### config.mk
export PLATFORM = sky130hd
export DESIGN_NAME = csc_top
export DESIGN_NICKNAME = d
export VERILOG_FILES = /design/src/inc/csc_pkg.sv /design/src/verilog/csc_top.sv
export SDC_FILE = /design/constraint.sdc
export NUM_CORES = 1
export LEC_CHECK = 0
export ABC_CLOCK_PERIOD_IN_PS = 4200
export BUFFER_PORTS_ARGS = -buffer_cell sky130_fd_sc_hd__buf_2
export CORE_MARGIN = 1
export CORE_UTILIZATION = 52
export CTS_CLUSTER_SIZE = 24
export DETAILED_ROUTE_END_ITERATION = 16
export PLACE_DENSITY_LB_ADDON = 0.12
export SLEW_MARGIN = 15
export SYNTH_ARGS = -nofsm -noshare
export SYNTH_HDL_FRONTEND = slang
export SYNTH_SLANG_ARGS = --single-unit
export TNS_END_PERCENT = 20
### constraint.sdc
create_clock -name CLK_SYS_IN -period 4.2 [get_ports CLK_SYS_IN]
set_clock_uncertainty 0.15 [all_clocks]
set_input_delay 0.63 -clock CLK_SYS_IN [delete_from_list [all_inputs] [get_ports CLK_SYS_IN]]
set_output_delay 0.63 -clock CLK_SYS_IN [all_outputs]
set_load 0.05 [all_outputs]
### src/inc/csc_pkg.sv
// package for the clock source control block: register map, fields, reset values, counts
// assumes a byte-wide register port and a 25 MHz system clock
package csc_pkg;

    // ========================================
    // register offsets
    localparam logic [15:0] OSC_CTRL_ADDR   = 16'h303E;
    localparam logic [15:0] ICU_CTRL_ADDR   = 16'h3038;
    localparam logic [15:0] ICU_DIV_ADDR    = 16'h3039;
    localparam logic [15:0] ICU_CTRIM_ADDR  = 16'h303A;
    localparam logic [15:0] ICU_FTRIM_ADDR  = 16'h303B;
    localparam logic [15:0] ICU_STAT_ADDR   = 16'h303C;

    // ========================================
    // oscillator control fields
    localparam int OSC_EN_BIT    = 7;
    localparam int OSC_STEN_BIT  = 5;
    localparam int OSC_OS_BIT    = 4;
    localparam int OSC_RANGE_BIT = 2;
    localparam int OSC_GAIN_BIT  = 1;
    localparam int OSC_INIT_BIT  = 0;
    localparam logic [7:0] OSC_WR_MASK    = 8'hB6;
    localparam logic [7:0] OSC_CTRL_RESET = 8'h00;

    // ========================================
    // internal clock unit fields
    localparam int ICU_REFCKEN_BIT  = 7;
    localparam int ICU_REFSTOP_BIT  = 6;
    localparam int ICU_LLIRQ_BIT    = 5;
    localparam int ICU_MON_BIT      = 4;
    localparam int ICU_LP_BIT       = 3;
    localparam int ICU_IREFS_BIT    = 2;
    localparam int ICU_CLKS_LSB     = 0;
    localparam int STAT_LOSS_BIT    = 7;
    localparam int STAT_LOCK_BIT    = 6;
    localparam logic [7:0] ICU_CTRL_RESET = 8'h84;
    localparam logic [7:0] ICU_DIV_RESET  = 8'h00;

    // ========================================
    // counts
    localparam int CRYSTAL_DRIVE_PIN_STABLE_COUNT = 4096;
    localparam int FFCLK_MIN_RATIO   = 4;
    localparam logic [7:0] FACTORY_CTRIM_DEFAULT = 8'h80; // arbitrary
    localparam logic       FACTORY_FTRIM_DEFAULT = 1'b0;  // arbitrary

    typedef enum logic [2:0] {
        CSC_ENI, CSC_ENE, CSC_BPI, CSC_BPILP, CSC_BPE, CSC_BPELP
    } csc_mode_t;

    typedef enum logic [1:0] {
        CSC_OSC_OFF, CSC_OSC_START, CSC_OSC_STABLE, CSC_OSC_EXT
    } csc_osc_state_t;

    typedef struct packed {
        logic [15:0] addr;
        logic [7:0]  wdata;
        logic        wr;
        logic        rd;
    } csc_bus_t;

endpackage

### src/verilog/csc_top.sv
// clock source control: register bank, reference clock gating, lock and monitor flags,
// crystal oscillator enable, stabilisation count and output select
// assumes raw clocks, lock and monitor status arrive unsynchronised from analog cells
//
// Functional notes
// - reference clock out when enable set
// - larger coarse trim means slower reference
// - trim affects main clock in internal modes
// - both stop enables keep reference in stop
// - factory trim loaded at every reset
// - fixed clock valid at most quarter main
// - external modes except BPELP lock against external reference
// - internal modes lock against internal reference
// - lock loss sets flag, optional interrupt
// - flag cleared by reset or write one
// - no lock detect in low power modes
// - monitor resets chip on slow external ref
// - oscillator on by bit or request
// - stop enable ignored under unit request
// - output select: pin or crystal
// - gain bit selects oscillator mode
// - init done reads one after count
// - bits six and three read zero
// - eight bit register, resets to zero
// - crystal clock gated for 4096 cycles
// - enable equation, outputs static when off
//
// Local design decision: the plain strobed port.
`timescale 1ns/1ps

module csc_top (
    input  wire logic        CLK_SYS_IN,
    input  wire logic        RST_IN,
    input  wire logic [15:0] ADDR_IN,
    input  wire logic [7:0]  WDATA_IN,
    input  wire logic        WR_IN,
    input  wire logic        RD_IN,
    output logic      [7:0]  RDATA_OUT,
    input  wire logic        STOP_IN,
    input  wire logic        BDM_IN,
    input  wire logic [7:0]  FACTORY_CTRIM_IN,
    input  wire logic        FACTORY_FTRIM_IN,
    input  wire logic        INT_REF_RAW_IN,
    input  wire logic        FLL_CLOCK_IN,
    input  wire logic        FLL_LOCKED_IN,
    input  wire logic        EXT_REF_SLOW_IN,
    input  wire logic        FFCLK_RAW_IN,
    input  wire logic        FFCLK_RATIO_OK_IN,
    input  wire logic        CLOCK_UNIT_CRYSTAL_REQUEST_IN,
    input  wire logic        EXT_CLOCK_PIN_IN,
    input  wire logic        CRYSTAL_RAW_CLOCK_IN,
    output logic             CRYSTAL_DRIVE_PIN_OUT,
    output logic             CRYSTAL_DRIVE_PIN_OE_N_OUT,
    output logic             CRYSTAL_CLOCK_OUT,
    output logic             CRYSTAL_HIGH_GAIN_OUT,
    output logic             CRYSTAL_HIGH_BAND_OUT,
    output logic             INTERNAL_REF_CLOCK_OUT,
    output logic             MAIN_CLOCK_OUT,
    output logic             FIXED_FREQ_CLOCK_OUT,
    output logic             FIXED_FREQ_VALID_OUT,
    output logic             LOCK_REF_EXTERNAL_OUT,
    output logic [7:0]       INT_REF_COARSE_TRIM_OUT,
    output logic             INT_REF_FINE_TRIM_OUT,
    output logic [2:0]       BUS_DIVIDER_OUT,
    output logic [2:0]       REF_DIVIDER_OUT,
    output logic             LOSS_OF_LOCK_IRQ_OUT,
    output logic             CHIP_RESET_REQ_OUT
);

    // ========================================
    // input synchronisers
    localparam int NSYNC = 10;
    logic [NSYNC-1:0] async_in;
    logic [NSYNC-1:0] sync1_q;
    logic [NSYNC-1:0] sync2_q;
    logic             stop_s, lock_s, slow_s, req_s, pin_s, xtl_s, iref_s, fll_s, ffc_s, ffok_s;

    assign async_in = {STOP_IN, FLL_LOCKED_IN, EXT_REF_SLOW_IN, CLOCK_UNIT_CRYSTAL_REQUEST_IN,
                       EXT_CLOCK_PIN_IN, CRYSTAL_RAW_CLOCK_IN, INT_REF_RAW_IN, FLL_CLOCK_IN,
                       FFCLK_RAW_IN, FFCLK_RATIO_OK_IN};
    assign {stop_s, lock_s, slow_s, req_s, pin_s, xtl_s, iref_s, fll_s, ffc_s, ffok_s} = sync2_q;

    // two flops per input, first flop feeds only the second
    genvar gi;
    generate
        for (gi = 0; gi < NSYNC; gi++) begin : g_sync
            always_ff @(posedge CLK_SYS_IN or posedge RST_IN) begin
                if (RST_IN) begin
                    sync1_q[gi] <= 1'b0;
                    sync2_q[gi] <= 1'b0;
                end else begin
                    sync1_q[gi] <= async_in[gi];
                    sync2_q[gi] <= sync1_q[gi];
                end
            end
        end
    endgenerate

    // ========================================
    // mode decode
    function automatic csc_pkg::csc_mode_t mode_of(input logic [7:0] ctrl, input logic bdm);
        logic [1:0] clks;
        logic       lp;
        clks = ctrl[csc_pkg::ICU_CLKS_LSB +: 2];
        lp   = ctrl[csc_pkg::ICU_LP_BIT] & ~bdm;
        if (clks == 2'h0)
            mode_of = ctrl[csc_pkg::ICU_IREFS_BIT] ? csc_pkg::CSC_ENI : csc_pkg::CSC_ENE;
        else if (clks == 2'h1)
            mode_of = lp ? csc_pkg::CSC_BPILP : csc_pkg::CSC_BPI;
        else
            mode_of = lp ? csc_pkg::CSC_BPELP : csc_pkg::CSC_BPE;
    endfunction

    // ========================================
    // register state
    logic [7:0] osc_ctrl_q, osc_ctrl_d;
    logic [7:0] icu_ctrl_q, icu_ctrl_d;
    logic [7:0] icu_div_q,  icu_div_d;
    logic [7:0] ctrim_q,    ctrim_d;
    logic       ftrim_q,    ftrim_d;
    logic       lolf_q,     lolf_d;
    logic       lock_prev_q, lock_prev_d;
    logic       trim_load_q, trim_load_d;
    logic [7:0] rdata_q,    rdata_d;
    csc_pkg::csc_mode_t mode;
    logic       lock_active, lock_fall, wr_osc, wr_stat;

    assign mode        = mode_of(icu_ctrl_q, BDM_IN);
    assign lock_active = (mode != csc_pkg::CSC_BPILP) && (mode != csc_pkg::CSC_BPELP);
    assign lock_fall   = lock_active && lock_prev_q && !lock_s;
    assign wr_osc      = WR_IN && (ADDR_IN == csc_pkg::OSC_CTRL_ADDR);
    assign wr_stat     = WR_IN && (ADDR_IN == csc_pkg::ICU_STAT_ADDR);

    // register writes, trim upload and sticky lock flag
    always_comb begin
        osc_ctrl_d  = osc_ctrl_q;
        icu_ctrl_d  = icu_ctrl_q;
        icu_div_d   = icu_div_q;
        ctrim_d     = ctrim_q;
        ftrim_d     = ftrim_q;
        trim_load_d = 1'b0;
        lock_prev_d = lock_active ? lock_s : 1'b0;
        if (trim_load_q) begin
            ctrim_d = FACTORY_CTRIM_IN;
            ftrim_d = FACTORY_FTRIM_IN;
        end
        if (wr_osc)
            osc_ctrl_d = (WDATA_IN & csc_pkg::OSC_WR_MASK) | (osc_ctrl_q & ~csc_pkg::OSC_WR_MASK);
        if (WR_IN && ADDR_IN == csc_pkg::ICU_CTRL_ADDR)
            icu_ctrl_d = WDATA_IN;
        if (WR_IN && ADDR_IN == csc_pkg::ICU_DIV_ADDR)
            icu_div_d = {2'h0, WDATA_IN[5:0]};
        if (WR_IN && ADDR_IN == csc_pkg::ICU_CTRIM_ADDR)
            ctrim_d = WDATA_IN;
        if (WR_IN && ADDR_IN == csc_pkg::ICU_FTRIM_ADDR)
            ftrim_d = WDATA_IN[0];
        // set beats a same-cycle clear so no loss event is dropped
        lolf_d = lolf_q;
        if (wr_stat && WDATA_IN[csc_pkg::STAT_LOSS_BIT] && lolf_q)
            lolf_d = 1'b0;
        if (lock_fall)
            lolf_d = 1'b1;
    end

    always_ff @(posedge CLK_SYS_IN or posedge RST_IN) begin
        if (RST_IN) begin
            osc_ctrl_q  <= csc_pkg::OSC_CTRL_RESET;
            icu_ctrl_q  <= csc_pkg::ICU_CTRL_RESET;
            icu_div_q   <= csc_pkg::ICU_DIV_RESET;
            ctrim_q     <= csc_pkg::FACTORY_CTRIM_DEFAULT;
            ftrim_q     <= csc_pkg::FACTORY_FTRIM_DEFAULT;
            lolf_q      <= 1'b0;
            lock_prev_q <= 1'b0;
            trim_load_q <= 1'b1;
        end else begin
            osc_ctrl_q  <= osc_ctrl_d;
            icu_ctrl_q  <= icu_ctrl_d;
            icu_div_q   <= icu_div_d;
            ctrim_q     <= ctrim_d;
            ftrim_q     <= ftrim_d;
            lolf_q      <= lolf_d;
            lock_prev_q <= lock_prev_d;
            trim_load_q <= trim_load_d;
        end
    end

    // ========================================
    // crystal oscillator enable and stabilisation
    csc_pkg::csc_osc_state_t osc_st_q, osc_st_d;
    logic [12:0] xcnt_q, xcnt_d;
    logic        xtl_prev_q, xtl_prev_d;
    logic        osc_en, init_done;

    assign osc_en = req_s || (osc_ctrl_q[csc_pkg::OSC_EN_BIT] &&
                    (!stop_s || osc_ctrl_q[csc_pkg::OSC_STEN_BIT]));
    assign init_done = (osc_st_q == csc_pkg::CSC_OSC_STABLE) ||
                       (osc_st_q == csc_pkg::CSC_OSC_EXT);

    // state machine counts rising crystal edges until stable
    always_comb begin
        osc_st_d   = osc_st_q;
        xcnt_d     = xcnt_q;
        xtl_prev_d = xtl_s;
        unique case (osc_st_q)
            csc_pkg::CSC_OSC_OFF: begin
                xcnt_d = 13'h0000;
                if (osc_en)
                    osc_st_d = osc_ctrl_q[csc_pkg::OSC_OS_BIT] ? csc_pkg::CSC_OSC_START
                                                               : csc_pkg::CSC_OSC_EXT;
            end
            csc_pkg::CSC_OSC_START: begin
                if (xtl_s && !xtl_prev_q)
                    xcnt_d = xcnt_q + 13'h0001;
                if (xcnt_q == 13'(csc_pkg::CRYSTAL_DRIVE_PIN_STABLE_COUNT))
                    osc_st_d = csc_pkg::CSC_OSC_STABLE;
            end
            csc_pkg::CSC_OSC_STABLE: ;
            csc_pkg::CSC_OSC_EXT: ;
        endcase
        if (!osc_en) begin
            osc_st_d = csc_pkg::CSC_OSC_OFF;
            xcnt_d   = 13'h0000;
        end
    end

    always_ff @(posedge CLK_SYS_IN or posedge RST_IN) begin
        if (RST_IN) begin
            osc_st_q   <= csc_pkg::CSC_OSC_OFF;
            xcnt_q     <= 13'h0000;
            xtl_prev_q <= 1'b0;
        end else begin
            osc_st_q   <= osc_st_d;
            xcnt_q     <= xcnt_d;
            xtl_prev_q <= xtl_prev_d;
        end
    end

    // ========================================
    // clock gating and status outputs, all registered
    logic xout_d, iref_d, main_d, ffc_d, ffv_d, ext_ref_d, rst_req_d, irq_d;
    logic iref_on;

    // stop keeps the reference only with both enables
    assign iref_on = icu_ctrl_q[csc_pkg::ICU_REFCKEN_BIT] &&
                     (!stop_s || icu_ctrl_q[csc_pkg::ICU_REFSTOP_BIT]);

    always_comb begin
        // oscillator output is static low when disabled or unstable
        unique case (osc_st_q)
            csc_pkg::CSC_OSC_STABLE: xout_d = xtl_s;
            csc_pkg::CSC_OSC_EXT:    xout_d = pin_s;
            default:                 xout_d = 1'b0;
        endcase
        iref_d = iref_on && iref_s;
        // trimmed reference reaches main clock in internal bypass modes
        unique case (mode)
            csc_pkg::CSC_BPI, csc_pkg::CSC_BPILP: main_d = iref_s;
            csc_pkg::CSC_BPE, csc_pkg::CSC_BPELP: main_d = xout_d;
            default:                             main_d = fll_s;
        endcase
        ext_ref_d = (mode == csc_pkg::CSC_ENE) || (mode == csc_pkg::CSC_BPE);
        ffv_d     = ffok_s;
        ffc_d     = ffok_s && ffc_s;
        rst_req_d = icu_ctrl_q[csc_pkg::ICU_MON_BIT] && slow_s &&
                    ((mode == csc_pkg::CSC_BPE) || (mode == csc_pkg::CSC_ENE) ||
                     (mode == csc_pkg::CSC_BPELP));
        irq_d     = lolf_q && icu_ctrl_q[csc_pkg::ICU_LLIRQ_BIT];
    end

    // read mux; unmapped addresses read zero
    always_comb begin
        rdata_d = 8'h00;
        if (RD_IN) begin
            unique case (ADDR_IN)
                csc_pkg::OSC_CTRL_ADDR:  rdata_d = {osc_ctrl_q[7:1], init_done};
                csc_pkg::ICU_CTRL_ADDR:  rdata_d = icu_ctrl_q;
                csc_pkg::ICU_DIV_ADDR:   rdata_d = icu_div_q;
                csc_pkg::ICU_CTRIM_ADDR: rdata_d = ctrim_q;
                csc_pkg::ICU_FTRIM_ADDR: rdata_d = {7'h00, ftrim_q};
                csc_pkg::ICU_STAT_ADDR:  rdata_d = {lolf_q, lock_s, 6'h00};
                default:                 rdata_d = 8'h00;
            endcase
        end
    end

    always_ff @(posedge CLK_SYS_IN or posedge RST_IN) begin
        if (RST_IN) begin
            RDATA_OUT                  <= 8'h00;
            CRYSTAL_CLOCK_OUT          <= 1'b0;
            CRYSTAL_DRIVE_PIN_OUT      <= 1'b0;
            CRYSTAL_DRIVE_PIN_OE_N_OUT <= 1'b1;
            CRYSTAL_HIGH_GAIN_OUT      <= 1'b0;
            CRYSTAL_HIGH_BAND_OUT      <= 1'b0;
            INTERNAL_REF_CLOCK_OUT     <= 1'b0;
            MAIN_CLOCK_OUT             <= 1'b0;
            FIXED_FREQ_CLOCK_OUT       <= 1'b0;
            FIXED_FREQ_VALID_OUT       <= 1'b0;
            LOCK_REF_EXTERNAL_OUT      <= 1'b0;
            INT_REF_COARSE_TRIM_OUT    <= csc_pkg::FACTORY_CTRIM_DEFAULT;
            INT_REF_FINE_TRIM_OUT      <= csc_pkg::FACTORY_FTRIM_DEFAULT;
            BUS_DIVIDER_OUT            <= 3'h0;
            REF_DIVIDER_OUT            <= 3'h0;
            LOSS_OF_LOCK_IRQ_OUT       <= 1'b0;
            CHIP_RESET_REQ_OUT         <= 1'b0;
        end else begin
            RDATA_OUT                  <= rdata_d;
            CRYSTAL_CLOCK_OUT          <= xout_d;
            // drive pin only in crystal mode; pin free as I/O otherwise
            CRYSTAL_DRIVE_PIN_OUT      <= ~xtl_s;
            CRYSTAL_DRIVE_PIN_OE_N_OUT <= ~(osc_en && osc_ctrl_q[csc_pkg::OSC_OS_BIT]);
            CRYSTAL_HIGH_GAIN_OUT      <= osc_ctrl_q[csc_pkg::OSC_GAIN_BIT];
            CRYSTAL_HIGH_BAND_OUT      <= osc_ctrl_q[csc_pkg::OSC_RANGE_BIT];
            INTERNAL_REF_CLOCK_OUT     <= iref_d;
            MAIN_CLOCK_OUT             <= main_d;
            FIXED_FREQ_CLOCK_OUT       <= ffc_d;
            FIXED_FREQ_VALID_OUT       <= ffv_d;
            LOCK_REF_EXTERNAL_OUT      <= ext_ref_d;
            INT_REF_COARSE_TRIM_OUT    <= ctrim_q;
            INT_REF_FINE_TRIM_OUT      <= ftrim_q;
            BUS_DIVIDER_OUT            <= icu_div_q[2:0];
            REF_DIVIDER_OUT            <= icu_div_q[5:3];
            LOSS_OF_LOCK_IRQ_OUT       <= irq_d;
            CHIP_RESET_REQ_OUT         <= rst_req_d;
        end
    end

endmodule
==> metrics.txt <==
layout cells sized above 1=0.318; Post-synth EDFFs=0; CP Launch Type=input port; dpl ws=1.57 ns; area delta synth->final=16.9%; Starting Density=0.536; Die ar.=8290 um^2; Final Hold Vio Count=0; wire per inst=16.1 um; CP max stage delay=0.61 ns; crit path cell chain=buf_2, nor4b_1, nand4bb_1, nor3_4, mux2_1; H-Tree Depth=3; postcts setup bufs=0; vias in the first global route=2801; initial antenna violation count=0; Setup TNS Final=0 ns; worst r2r src=xtl_prev_d; Fill cells=647; CTS sink count=approximately 100; Worst Path Required=4.30 ns; synthesized cell area=4120 um^2; final worst slack=1.85 ns; CP bufs+invs=1; root buf cell=clkbuf_8; TritonCTS clock tree=yes; Rows=32; Area after DPL=approximately 4600 um^2; fin crit share=0.560; CP Capture Type=flip-flop; final setup vio count=0; Hold Slack=0.207 ns; die height=91.0 um; pwr/cell area=379 nW/um^2; gpl congestion=~0.82; FF-to-FF setup slack=around 2.2 ns; Post-Syn Nets=381; CP max stage cell=nor4b_1; hold wc startpoint=sync1_q[4]; Post-CTS Hold Fix Bufs=0; worst slew pin tran=0.955 ns; DIE WIDTH=91.0 um; max_slew headroom=0.363; Yosys top cell by area=dfrtp_1; # DRC=0; CP delay by family, top=simple AND/OR/NAND/NOR gates; Hold Crit Class=flip-flop to flip-flop; crit-path max FO=6; Syn Inst Count=331; FMAX=0.425 GHz; CTS resizes=0; diode count=0; Via density=~5.4; register area share after synthesis=0.621; post-layout min period=2.35 ns; Synth top area share=0.583; Synth cell types=55; Max Root-Sink Buffers=2; number of buffers inserted by port buffering=82; status=completed; Worst-path clk slew=0.10 ns; post-DP HPWL=around 5.8 mm; Leak=roughly 2.3 nW; WS Path Type=input port to flip-flop; CP arrival=around 2.5 ns; Core ar.=7690 um^2; register bit total from synthesis=102; Ys Warns=0; first-pass GRT wire length=between 10 and 15 mm; drt first-iter violations=147; VDD IR max=215 uV; fin. max-slew vios=0; grt ovf=0; max cap viols=0; IO Pins=83; synth top area cells=dfrtp_1, mux2_2, dfstp_2; Clock Latency Late Sink=~0.36 ns; routed via count=between 2000 and 3000; final net count=463; ys flop type=dfrtp_1; Num CTS Buffers=9; Post-Route WL=8.35 mm; mean post-synth cell area=12.5 um^2; RSZ-0062 raised after global routing=no; final instance area=4820 um^2; DR pass1 iterations=5; share of flip-flops with an asynchronous set or reset=1.00; Worst Setup SP=ADDR_IN[11]; GRT Total Usage=0.217; Finished Core Util=0.627; DRT antenna net count=0; pin count of the biggest net entering global routing=between 80 and 90
-- area by class of cell --
type | instances | area [um^2] | area share
Timing Repair Buffer | 83 | 418 | 0.0868
Inverter | 6 | 25.0 | 0.00519
Clock inverter | 6 | 67.6 | 0.0140
Tap cell | 102 | 128 | 0.0265
Sequential cell | 102 | 2560 | 0.531
Multi-Input combinational cell | 211 | 1480 | 0.308
Clock buffer | 10 | 138 | 0.0286
-- routing by layer --
| layer | wire (um) | vias to the layer above | global-route usage |
|---|---|---|---|
| li1 | - | 1336 | - |
| met1 | 3920 | 1367 | 0.311 |
| met2 | 3940 | 88 | 0.342 |
| met3 | 396 | 8 | 0.0302 |
| met4 | 104 | 0 | 0.0794 |
| met5 | 0 | - | 0 |
-- through the flow --
stage,instances,power [W]
after global routing,520,0.00189
after floorplan,331,0.00116
final,520,0.00183
after global placement,504,0.00121
after CTS,520,0.00185
after detailed placement,504,0.00122
-- layout by cell type, fill, tap and decap left out, types with 3 or more instances in the layout --
| master | netlist | routed |
|---|---|---|
| nand3_1 | 3 | 3 |
| clkbuf_8 | 0 | 10 |
| nand4b_1 | 3 | 3 |
| mux2_2 | 16 | 16 |
| a21oi_1 | 18 | 18 |
| nor3_1 | 6 | 6 |
| a21o_1 | 4 | 4 |
| dfrtp_1 | 96 | 96 |
| nor2b_1 | 6 | 6 |
| o21ai_0 | 6 | 6 |
| nor2_1 | 36 | 36 |
| mux2_1 | 10 | 10 |
| dfstp_2 | 6 | 6 |
| buf_2 | 1 | 82 |
| nand2_1 | 23 | 23 |
| a222oi_1 | 4 | 4 |
| mux2i_1 | 12 | 12 |
| xnor2_1 | 7 | 7 |
| a2111oi_0 | 5 | 5 |
| inv_1 | 6 | 5 |
| nor3b_1 | 3 | 3 |
| nand2b_1 | 7 | 7 |
| nand4_1 | 5 | 5 |
-- sequential cells by signal, summed over array words and instances (netlist names), 3 cells and up --
| signal | cells |
|---|---|
| xcnt_q | 13 |
| sync1_q | 10 |
| INT_REF_COARSE_TRIM_OUT | 8 |
| RDATA_OUT | 8 |
| ctrim_q | 8 |
| icu_ctrl_q | 8 |
| icu_div_q | 6 |
| osc_ctrl_q | 5 |
| BUS_DIVIDER_OUT | 3 |
| REF_DIVIDER_OUT | 3 |
-- where the power goes --
group / switching (W) / internal, W
Clock: 0.000337 / 0.000295
Sequential: 0.0000223 / 0.00102
Combinational: 0.000105 / 0.0000522
Total: 0.000464 / 0.00136
-- synth_stat cells (2+ instances only) --
cell type   n
a21o_1      4
nor2b_1     6
dfstp_2     6
nor3_1      6
buf_1       2
nand3b_1    2
a2111oi_0   5
nor3b_1     3
mux2_1     10
a222oi_1    4
nor4b_1     2
inv_1       6
mux2i_1    12
nor2_1     36
a21oi_1    18
and2_1      2
dfrtp_1    96
nand4b_1    3
xnor2_1     7
nand4_1     5
ha_1        2
o21ai_0     6
o31a_1      2
mux2_2     16
clkbuf_1    7
a211oi_1    2
nor4_1      2
nand2b_1    7
or4_4       2
nand3_1     3
nand2_1    23
-- path summary, 6_finish.rpt --
kind	end	cells past startpoint
worst min-delay path	xtl_prev_d	0
max in group asynchronous	trim_load_q	3
worst max-delay path	icu_div_q[3]	5
worst max register to register	xcnt_q[8]	5
worst min register to register	xtl_prev_d	0
min in group asynchronous	xcnt_q[8]	2
-- logic make-up (layout without fill, tap and decap cells) --
kind of cell | after synthesis | count (layout) | synth area share
adders and majority gates | 2 | 2 | 0.00607
AOI/OAI and AO/OA | 48 | 48 | 0.0777
and+or+nand+nor | 114 | 114 | 0.154
DFF | 102 | 102 | 0.621
muxes | 39 | 39 | 0.106
buffers and inverters | 18 | 105 | 0.0194
other | 1 | 1 | 0.000910
xor gates and xnor gates | 7 | 7 | 0.0149
-- worst register-to-register path, delay by kind of cell, from the launching register on --
kind	cells	cell delay (ns)
and+or+nand+nor	3	0.58
AOI/OAI and AO/OA	1	0.56
DFF	1	0.40
xor gates and xnor gates	1	0.17
Note: power is estimated with default switching activity, not from simulation.
